<file path="src/rtl/dcs_consts.svh">
// Purpose: Constants for the diagnostic completion status block
// Assumes: Byte addresses on a 32-bit AXI4-Lite bus
// Notes: Register index times four gives the byte address
`ifndef DCS_CONSTS_SVH
`define DCS_CONSTS_SVH
`define DCS_IDX_DIAG_READY_STATUS 12'h526
`define DCS_ADDR_DIAG_READY_STATUS 14'h1498
`define DCS_ADDR_W 14
`define DCS_STAT_RESET 8'h00
`define DCS_BIT_TEMP_RR 4
`define DCS_BIT_VOLT_RR 3
`define DCS_BIT_TEMP_ST 2
`define DCS_BIT_VOLT_ST 1
`define DCS_BIT_SUPPLY_ST 0
`define DCS_MODE_RR 2'h1
`define DCS_MODE_ST 2'h2
`define DCS_RESP_OKAY 2'h0
`define DCS_RESP_SLVERR 2'h2
`endif

</file>
<file path="src/rtl/dcs_pkg.sv">
// Purpose: Types for the diagnostic completion status block
// Assumes: Nothing beyond the constants header
// Notes: Holds the status word type only
package dcs_pkg;
   typedef logic [7:0] dcs_stat_t;
endpackage : dcs_pkg

</file>
<file path="src/rtl/dcs_diag_status.sv">
// Purpose: Read-only diagnostic completion status register on AXI4-Lite
// Assumes: Go strobes and done pulses are one-cycle, synchronous to aclk
// Notes: Writes are answered with SLVERR; unmapped reads give SLVERR and zero
`timescale 1ns/100ps
`include "dcs_consts.svh"
module dcs_diag_status (
   input wire logic aclk,
   input wire logic aresetn,
   input wire logic [31:0] s_axi_awaddr,
   input wire logic s_axi_awvalid,
   output logic s_axi_awready,
   input wire logic [31:0] s_axi_wdata,
   input wire logic [3:0] s_axi_wstrb,
   input wire logic s_axi_wvalid,
   output logic s_axi_wready,
   output logic [1:0] s_axi_bresp,
   output logic s_axi_bvalid,
   input wire logic s_axi_bready,
   input wire logic [31:0] s_axi_araddr,
   input wire logic s_axi_arvalid,
   output logic s_axi_arready,
   output logic [31:0] s_axi_rdata,
   output logic [1:0] s_axi_rresp,
   output logic s_axi_rvalid,
   input wire logic s_axi_rready,
   input wire logic temp_cmp_go,
   input wire logic [1:0] temp_cmp_mode,
   input wire logic volt_cmp_go,
   input wire logic [1:0] volt_cmp_mode,
   input wire logic supply_selftest_go,
   input wire logic temp_rr_pass_done,
   input wire logic volt_rr_pass_done,
   input wire logic temp_selftest_cycle_done,
   input wire logic volt_selftest_cycle_done,
   input wire logic supply_selftest_cycle_done,
   output logic [7:0] diag_ready_status
);

   // Next flag value; completion wins over a launch in the same cycle
   function automatic logic flag_next(input logic cur, input logic clr, input logic set);
      flag_next = set | (cur & ~clr);
   endfunction : flag_next

   dcs_pkg::dcs_stat_t stat_q;
   dcs_pkg::dcs_stat_t stat_d;
   logic awready_q;
   logic wready_q;
   logic aw_got_q;
   logic w_got_q;
   logic bvalid_q;
   logic arready_q;
   logic rvalid_q;
   logic [31:0] rdata_q;
   logic [1:0] rresp_q;
   logic [1:0] bresp_q;

   wire clr_temp_rr = temp_cmp_go && (temp_cmp_mode == `DCS_MODE_RR);
   wire clr_volt_rr = volt_cmp_go && (volt_cmp_mode == `DCS_MODE_RR);
   wire clr_temp_st = temp_cmp_go && (temp_cmp_mode == `DCS_MODE_ST);
   wire clr_volt_st = volt_cmp_go && (volt_cmp_mode == `DCS_MODE_ST);

   always_comb begin
      stat_d = stat_q;
      stat_d[`DCS_BIT_TEMP_RR] = flag_next(stat_q[`DCS_BIT_TEMP_RR], clr_temp_rr, temp_rr_pass_done);
      stat_d[`DCS_BIT_VOLT_RR] = flag_next(stat_q[`DCS_BIT_VOLT_RR], clr_volt_rr, volt_rr_pass_done);
      stat_d[`DCS_BIT_TEMP_ST] = flag_next(stat_q[`DCS_BIT_TEMP_ST], clr_temp_st, temp_selftest_cycle_done);
      stat_d[`DCS_BIT_VOLT_ST] = flag_next(stat_q[`DCS_BIT_VOLT_ST], clr_volt_st, volt_selftest_cycle_done);
      stat_d[`DCS_BIT_SUPPLY_ST] = flag_next(stat_q[`DCS_BIT_SUPPLY_ST], supply_selftest_go,
                                             supply_selftest_cycle_done);
      stat_d[7:5] = 3'h0;
   end

   always_ff @(posedge aclk) begin
      if (!aresetn) begin
         stat_q <= `DCS_STAT_RESET;
      end else begin
         stat_q <= stat_d;
      end
   end

   // Write side: accept address and data in either order, then respond
   wire aw_fire = s_axi_awvalid && awready_q;
   wire w_fire = s_axi_wvalid && wready_q;
   wire aw_have = aw_got_q || aw_fire;
   wire w_have = w_got_q || w_fire;
   wire b_start = aw_have && w_have && !bvalid_q;
   wire b_done = bvalid_q && s_axi_bready;

   // Write address channel
   always_ff @(posedge aclk) begin
      if (!aresetn) begin
         awready_q <= 1'h1;
         aw_got_q <= 1'h0;
      end else if (b_start) begin
         awready_q <= 1'h0;
         aw_got_q <= 1'h0;
      end else if (aw_fire) begin
         awready_q <= 1'h0;
         aw_got_q <= 1'h1;
      end else if (b_done) begin
         awready_q <= 1'h1;
      end
   end

   // Write data channel
   always_ff @(posedge aclk) begin
      if (!aresetn) begin
         wready_q <= 1'h1;
         w_got_q <= 1'h0;
      end else if (b_start) begin
         wready_q <= 1'h0;
         w_got_q <= 1'h0;
      end else if (w_fire) begin
         wready_q <= 1'h0;
         w_got_q <= 1'h1;
      end else if (b_done) begin
         wready_q <= 1'h1;
      end
   end

   // Write response: every write is refused
   always_ff @(posedge aclk) begin
      if (!aresetn) begin
         bvalid_q <= 1'h0;
         bresp_q <= `DCS_RESP_OKAY;
      end else if (b_start) begin
         bvalid_q <= 1'h1;
         bresp_q <= `DCS_RESP_SLVERR;
      end else if (b_done) begin
         bvalid_q <= 1'h0;
      end
   end

   // Read side: one outstanding read
   wire ar_fire = s_axi_arvalid && arready_q;
   wire ar_hit = (s_axi_araddr[`DCS_ADDR_W-1:0] == `DCS_ADDR_DIAG_READY_STATUS) &&
                 (s_axi_araddr[31:`DCS_ADDR_W] == 18'h00000);
   wire r_done = rvalid_q && s_axi_rready;
   wire [31:0] rdata_sel = ar_hit ? {24'h000000, stat_q} : 32'h00000000;
   wire [1:0] rresp_sel = ar_hit ? `DCS_RESP_OKAY : `DCS_RESP_SLVERR;

   // Read handshake
   always_ff @(posedge aclk) begin
      if (!aresetn) begin
         arready_q <= 1'h1;
         rvalid_q <= 1'h0;
      end else if (ar_fire) begin
         arready_q <= 1'h0;
         rvalid_q <= 1'h1;
      end else if (r_done) begin
         arready_q <= 1'h1;
         rvalid_q <= 1'h0;
      end
   end

   // Read data, loaded as the address is taken
   always_ff @(posedge aclk) begin
      if (!aresetn) begin
         rdata_q <= 32'h00000000;
         rresp_q <= `DCS_RESP_OKAY;
      end else if (ar_fire) begin
         rdata_q <= rdata_sel;
         rresp_q <= rresp_sel;
      end
   end

   assign s_axi_awready = awready_q;
   assign s_axi_wready = wready_q;
   assign s_axi_bvalid = bvalid_q;
   assign s_axi_bresp = bresp_q;
   assign s_axi_arready = arready_q;
   assign s_axi_rvalid = rvalid_q;
   assign s_axi_rdata = rdata_q;
   assign s_axi_rresp = rresp_q;
   assign diag_ready_status = stat_q;

   // Flag checks
   a_temp_rr_clear: assert property (@(posedge aclk) disable iff (!aresetn)
      clr_temp_rr && !temp_rr_pass_done |=> !stat_q[`DCS_BIT_TEMP_RR])
      else $error("temperature round-robin flag not cleared");
   a_temp_rr_set: assert property (@(posedge aclk) disable iff (!aresetn)
      temp_rr_pass_done |=> stat_q[`DCS_BIT_TEMP_RR])
      else $error("temperature round-robin flag not set");
   a_temp_rr_hold: assert property (@(posedge aclk) disable iff (!aresetn)
      !temp_rr_pass_done |=> !$rose(stat_q[`DCS_BIT_TEMP_RR]))
      else $error("temperature round-robin flag rose without a pass");
   a_temp_rr_keep: assert property (@(posedge aclk) disable iff (!aresetn)
      !clr_temp_rr |=> !$fell(stat_q[`DCS_BIT_TEMP_RR]))
      else $error("temperature round-robin flag fell without a launch");
   a_mode_isolation: assert property (@(posedge aclk) disable iff (!aresetn)
      temp_cmp_go && temp_cmp_mode == `DCS_MODE_ST && stat_q[`DCS_BIT_TEMP_RR] |=> stat_q[`DCS_BIT_TEMP_RR])
      else $error("self-test launch disturbed round-robin flag");
   a_volt_rr_flag: assert property (@(posedge aclk) disable iff (!aresetn)
      clr_volt_rr && !volt_rr_pass_done ##1 !volt_rr_pass_done |=> !stat_q[`DCS_BIT_VOLT_RR])
      else $error("voltage round-robin flag wrong after launch");
   a_volt_rr_clear: assert property (@(posedge aclk) disable iff (!aresetn)
      clr_volt_rr && !volt_rr_pass_done |=> !stat_q[`DCS_BIT_VOLT_RR])
      else $error("voltage round-robin flag not cleared");
   a_volt_rr_set: assert property (@(posedge aclk) disable iff (!aresetn)
      volt_rr_pass_done |=> stat_q[`DCS_BIT_VOLT_RR])
      else $error("voltage round-robin flag not set");
   a_volt_rr_hold: assert property (@(posedge aclk) disable iff (!aresetn)
      !volt_rr_pass_done |=> !$rose(stat_q[`DCS_BIT_VOLT_RR]))
      else $error("voltage round-robin flag rose without a pass");
   a_volt_rr_keep: assert property (@(posedge aclk) disable iff (!aresetn)
      !clr_volt_rr |=> !$fell(stat_q[`DCS_BIT_VOLT_RR]))
      else $error("voltage round-robin flag fell without a launch");
   a_volt_rr_isolation: assert property (@(posedge aclk) disable iff (!aresetn)
      volt_cmp_go && volt_cmp_mode == `DCS_MODE_ST && stat_q[`DCS_BIT_VOLT_RR] |=> stat_q[`DCS_BIT_VOLT_RR])
      else $error("self-test launch disturbed voltage round-robin flag");
   a_volt_st_clear: assert property (@(posedge aclk) disable iff (!aresetn)
      clr_volt_st && !volt_selftest_cycle_done |=> stat_q[`DCS_BIT_VOLT_ST] == 1'h0)
      else $error("voltage self-test flag not cleared");
   a_volt_st_keep: assert property (@(posedge aclk) disable iff (!aresetn)
      !clr_volt_st |=> !$fell(stat_q[`DCS_BIT_VOLT_ST]))
      else $error("voltage self-test flag fell without a launch");
   a_volt_st_isolation: assert property (@(posedge aclk) disable iff (!aresetn)
      volt_cmp_go && volt_cmp_mode == `DCS_MODE_RR && stat_q[`DCS_BIT_VOLT_ST] |=> stat_q[`DCS_BIT_VOLT_ST])
      else $error("round-robin launch disturbed voltage self-test flag");
   a_volt_st_set: assert property (@(posedge aclk) disable iff (!aresetn)
      volt_selftest_cycle_done |=> stat_q[`DCS_BIT_VOLT_ST])
      else $error("voltage self-test flag not set");
   a_volt_st_hold: assert property (@(posedge aclk) disable iff (!aresetn)
      !volt_selftest_cycle_done |=> !$rose(stat_q[`DCS_BIT_VOLT_ST]))
      else $error("voltage self-test flag rose without completion");
   a_supply_st_flag: assert property (@(posedge aclk) disable iff (!aresetn)
      supply_selftest_go && !supply_selftest_cycle_done |=> !diag_ready_status[`DCS_BIT_SUPPLY_ST])
      else $error("supply self-test flag not cleared");
   a_supply_st_set: assert property (@(posedge aclk) disable iff (!aresetn)
      supply_selftest_cycle_done |=> diag_ready_status[`DCS_BIT_SUPPLY_ST])
      else $error("supply self-test flag not set");
   a_supply_st_hold: assert property (@(posedge aclk) disable iff (!aresetn)
      !supply_selftest_cycle_done |=> !$rose(stat_q[`DCS_BIT_SUPPLY_ST]))
      else $error("supply self-test flag rose without completion");
   a_supply_st_keep: assert property (@(posedge aclk) disable iff (!aresetn)
      !supply_selftest_go |=> !$fell(stat_q[`DCS_BIT_SUPPLY_ST]))
      else $error("supply self-test flag fell without a launch");
   a_temp_st_flag: assert property (@(posedge aclk) disable iff (!aresetn)
      clr_temp_st && !temp_selftest_cycle_done |=> !stat_q[`DCS_BIT_TEMP_ST])
      else $error("temperature self-test flag not cleared");
   a_temp_st_set: assert property (@(posedge aclk) disable iff (!aresetn)
      temp_selftest_cycle_done |=> stat_q[`DCS_BIT_TEMP_ST])
      else $error("temperature self-test flag not set");
   a_temp_st_hold: assert property (@(posedge aclk) disable iff (!aresetn)
      !temp_selftest_cycle_done |=> !$rose(stat_q[`DCS_BIT_TEMP_ST]))
      else $error("temperature self-test flag rose without completion");
   a_temp_st_keep: assert property (@(posedge aclk) disable iff (!aresetn)
      !clr_temp_st |=> !$fell(stat_q[`DCS_BIT_TEMP_ST]))
      else $error("temperature self-test flag fell without a launch");
   a_temp_st_isolation: assert property (@(posedge aclk) disable iff (!aresetn)
      temp_cmp_go && temp_cmp_mode == `DCS_MODE_RR && stat_q[`DCS_BIT_TEMP_ST] |=> stat_q[`DCS_BIT_TEMP_ST])
      else $error("round-robin launch disturbed temperature self-test flag");
   a_stat_reset: assert property (@(posedge aclk)
      !aresetn |=> stat_q == `DCS_STAT_RESET)
      else $error("status not cleared by reset");

   // Bus checks
   a_reset_axi: assert property (@(posedge aclk)
      !aresetn |=> awready_q && wready_q && arready_q && !bvalid_q && !rvalid_q)
      else $error("bus handshake not idle after reset");
   a_ar_single: assert property (@(posedge aclk) disable iff (!aresetn)
      ar_fire |-> !rvalid_q)
      else $error("read address taken while a read is pending");
   a_ar_answer: assert property (@(posedge aclk) disable iff (!aresetn)
      ar_fire |=> s_axi_rvalid)
      else $error("read not answered in the next cycle");
   a_ar_blocked: assert property (@(posedge aclk) disable iff (!aresetn)
      s_axi_rvalid |-> !s_axi_arready)
      else $error("read address open while data is pending");
   a_r_release: assert property (@(posedge aclk) disable iff (!aresetn)
      r_done |=> !s_axi_rvalid && s_axi_arready)
      else $error("read channel not released after handshake");
   a_rd_hit_data: assert property (@(posedge aclk) disable iff (!aresetn)
      ar_fire && ar_hit |=> s_axi_rdata == {24'h000000, $past(stat_q)})
      else $error("read data differs from status");
   a_rd_hit_resp: assert property (@(posedge aclk) disable iff (!aresetn)
      ar_fire && ar_hit |=> s_axi_rresp == `DCS_RESP_OKAY)
      else $error("mapped read not answered with okay");
   a_rd_miss: assert property (@(posedge aclk) disable iff (!aresetn)
      ar_fire && !ar_hit |=> s_axi_rdata == 32'h00000000 && s_axi_rresp == `DCS_RESP_SLVERR)
      else $error("unmapped read not refused");
   a_rd_upper_zero: assert property (@(posedge aclk) disable iff (!aresetn)
      s_axi_rvalid |-> s_axi_rdata[31:8] == 24'h000000)
      else $error("read data has bits above the status byte");
   a_b_answer: assert property (@(posedge aclk) disable iff (!aresetn)
      b_start |=> s_axi_bvalid)
      else $error("write not answered in the next cycle");
   a_b_release: assert property (@(posedge aclk) disable iff (!aresetn)
      b_done |=> !s_axi_bvalid && s_axi_awready && s_axi_wready)
      else $error("write channels not released after response");
   a_aw_blocked: assert property (@(posedge aclk) disable iff (!aresetn)
      s_axi_bvalid |-> !s_axi_awready && !s_axi_wready)
      else $error("write channels open while response is pending");
   a_bresp_err: assert property (@(posedge aclk) disable iff (!aresetn)
      s_axi_bvalid |-> s_axi_bresp == `DCS_RESP_SLVERR)
      else $error("write not refused");

endmodule : dcs_diag_status

</file>
<file path="config.mk">
export PLATFORM = sky130hd
export DESIGN_NAME = dcs_diag_status
export DESIGN_NICKNAME = d
export VERILOG_FILES = /design/src/rtl/dcs_pkg.sv /design/src/rtl/dcs_diag_status.sv
export VERILOG_INCLUDE_DIRS = /design/src /design/src/rtl
export SDC_FILE = /design/constraint.sdc
export NUM_CORES = 1
export LEC_CHECK = 0
export ABC_AREA = 1
export BUFFER_PORTS_ARGS = -buffer_cell sky130_fd_sc_hd__buf_2
export CAP_MARGIN = 20
export CORE_MARGIN = 2
export CORE_UTILIZATION = 27
export CTS_CLUSTER_DIAMETER = 80
export DETAILED_ROUTE_END_ITERATION = 10
export PLACE_DENSITY = 0.76
export SLEW_MARGIN = 40
export SYNTH_ARGS = -nofsm -noshare
export SYNTH_HDL_FRONTEND = slang
export SYNTH_SLANG_ARGS = --single-unit
</file>
<file path="constraint.sdc">
create_clock -name aclk -period 0.95 [get_ports aclk]
set_input_delay 0.0475 -clock aclk [delete_from_list [all_inputs] [get_ports aclk]]
set_output_delay 0.0475 -clock aclk [all_outputs]
set_load 0.005 [all_outputs]
</file>
==> flow_metrics.py <==
metrics = {
    "global_routing": {
        "overflow": 0,
        "antenna_found_initial": 0,
        "grt_max_degree": 15,
        "grt_pass1_vias": 1053,
        "grt_usage_pct": 9.92,
        "grt_pass1_wl_mm": 4.14,
    },
    "setup_path": {
        "crit_slowest_cell": "dfxtp_2",
        "path_class": "register to register",
        "ff2ff_path_depth": 7,
        "endpoint_kind": "register",
        "cp_common_cell": "nand2_2",
        "max_stage_delay_ns": 0.33,
        "critical_path.startpoint_type": "register",
        "crit_fanout": 7,
        "required_ns": 1.09,
        "critPathTopFamily": "simple AND/OR/NAND/NOR gates",
        "worst-path-stages": 7,
        "cp-startpoint": "s_axi_awready$_SDFFE_PN1P_",
        "worst-path-buf-inv": 1,
        "r2r-end": "s_axi_awready$_SDFFE_PN1P_",
        "ff2ff_setup_slack_ns": -0.005,
        "reg2reg_from": "s_axi_awready$_SDFFE_PN1P_",
        "path_cells": "nand2_2 > nand2_2 > inv_2 > nor2_2 > nand2_2 > o211ai_1 > nand2_1",
        "cp-endpoint": "s_axi_awready$_SDFFE_PN1P_",
        "cp.arrival_ns": 1.09,
    },
    "route": {
        "post-route-drc-count": 0,
        "drtPass1Iterations": 4,
        "viasPerCell": 3.77,
        "totalWireLength_mm": 2.49,
        "ant_nets": 0,
        "first_iter_violations": 11,
        "wl_per_cell_um": 7.95,
        "vias": 1180,
    },
    "status": {
        "status": "finished, violations left",
        "violations": "setup timing",
    },
    "clocking": {
        "cts_made_buffers": 3,
        "clk_latency_ns": 0.25,
        "cts-htree-levels": 1,
        "cts.sinks": 19,
        "cts_tree": "yes",
        "clkTransAtPathRegs_ns": 0.07,
        "cts.path.max_buffers": 2,
        "clockRootBuffer": "clkbuf_8",
    },
    "timing": {
        "period_share_pct": 101,
        "fmax_ghz": 1.05,
        "setup_viol": 2,
        "period_minus_slack_ns": 0.955,
        "final_hold_viol_count": 0,
        "skew_ns": 0.00162,
        "drv_slew": 0,
        "holdWs_ns": 0.00410,
        "rsz0062_at_grt": "true",
        "worst_slack_ns": -0.00481,
    },
    "cells_and_area": {
        "final_nets": 381,
        "syn2layout_area_growth_pct": 40.1,
        "layout_common_cells": "buf_2 (67), inv_1 (34), nand2_1 (33)",
        "drive_above_1_share_pct": 37.5,
        "multi_input_comb_area_um2": 584,
        "seq_area_um2": 383,
        "antenna_cells": 0,
        "nFillCells": 466,
        "instances_no_fill": 313,
        "final_common_cell": "buf_2",
    },
    "logic_synthesis": {
        "netlist.top_cell.by_area": "dfxtp_1",
        "synth_area_um2": 1180,
        "yosysTopAreaCellShare_pct": 32.2,
        "ys_warn_count": 0,
        "ys_seq_area_share_pct": 32.2,
        "synth_seq_cells": 19,
        "yosysUniqueCellTypes": 16,
        "synth_area_per_cell_um2": 6.45,
        "netlist_instances": 183,
        "synth_area_leaders": "dfxtp_1 (32%), buf_4 (20%), nand2_1 (11%)",
    },
    "flow_run": {
        "drv_cap": 0,
    },
    "die": {
        "ios": 168,
        "start_util_pct": 27.5,
        "die_h_um": 70.1,
        "die_area_um2": 4920,
        "num_rows": 24,
        "coreArea_um2": 4290,
        "die_w_um": 70.1,
    },
    "place": {
        "place_inst": 305,
        "port_buffers": 67,
        "place.gp.congestion": 0.755,
        "dp_hpwl_mm": 2.09,
    },
    "power_and_ir_drop": {
        "vdd_drop_max_mv": 0.700,
        "leakage_nw": 0.950,
        "p_per_area_nw_per_um2": 1160,
        "finalPower_mw": 1.93,
    },
    "min_path": {
        "hold_start": "supply_selftest_cycle_done",
        "min_path_type": "input port to register",
        "min_path_cells": 3,
    },
}
-- cells in the mapped netlist --
cell type,count
nand2_1,36
inv_1,35
buf_4,32
nor2_1,26
dfxtp_1,19
a21oi_1,13
nand3_1,9
and2_1,2
buf_2,2
nor2_4,2
o211ai_1,2
conb_1,1
inv_2,1
nand2_2,1
o21a_1,1
o21ai_0,1
-- layout make-up --
| class | instances | area share [%] |
|---|---|---|
| clock buffers | 4 | 2.72 |
| well taps | 52 | 3.93 |
| flip-flops and latches | 19 | 23.1 |
| repair buffers | 77 | 26.8 |
| multi-input cells | 125 | 35.3 |
| inverters | 36 | 8.16 |
-- worst min path at each step --
stage	to	slack (ns)
floorplan	s_axi_arready$_SDFFE_PN1P_	0.12
global placement	diag_ready_status[1]$_SDFF_PN0_	0.25
detailed placement	diag_ready_status[2]$_SDFF_PN0_	0.26
CTS	diag_ready_status[3]$_SDFF_PN0_	0.003
global route	diag_ready_status[0]$_SDFF_PN0_	0.02
finish	diag_ready_status[0]$_SDFF_PN0_	0.004
-- cells by family (layout without fill, tap and decap cells) --
kind of cell,Yosys count,in the layout,share of synthesized area [%]
compound gates,17,17,7.84
buf+inv,70,117,32.6
flops,19,19,32.2
other cells,1,32,0.317
simple gates,76,76,27.0
-- metrics by stage --
stage	utilization, %	setup TNS [ns]	instance area, um2	worst slack [ns]
global route	38.5	-0.303	1660	-0.0878
detailed placement	35.1	-0.117	1510	-0.0361
floorplan	-	0	1300	0.00126
CTS	36.4	-0.105	1560	-0.0425
global placement	35.1	-0.0381	1510	-0.0211
finish	38.5	-0.00690	1660	-0.00481
-- where the power goes --
group          leakage, nW  total [mW]  switching (mW)  internal [mW]
sequential           0.157       0.902          0.0403          0.862
clock               0.0228       0.538           0.241          0.297
combinational        0.771       0.487           0.237          0.249
total                0.950        1.93           0.518           1.41
-- routing by layer --
layer | vias up | wire [um] | track usage [%]
li1 | 631 | - | -
met1 | 496 | 974 | 11.0
met2 | 51 | 1320 | 19.3
met3 | 2 | 175 | 1.59
met4 | 0 | 14 | 2.78
met5 | - | 0 | 0
-- worst reg2reg max path, cell delays in order (launching register included) --
cell,delay (ns)
dfxtp_2,0.33
nand2_2,0.06
nand2_2,0.06
inv_2,0.04
nor2_2,0.08
nand2_2,0.11
o211ai_1,0.10
nand2_1,0.06
-- what timing repair did --
action | CTS | global route
buffers inserted | 0 | 2
hold buffers | 1 | 0
gates cloned | 0 | 1
gates resized for setup | 2 | 16
pin swaps | 1 | 5
endpoints found under the setup margin | 6 | 11
hold endpoints to repair | 1 | 0
Power figures use the tool's default switching activity.
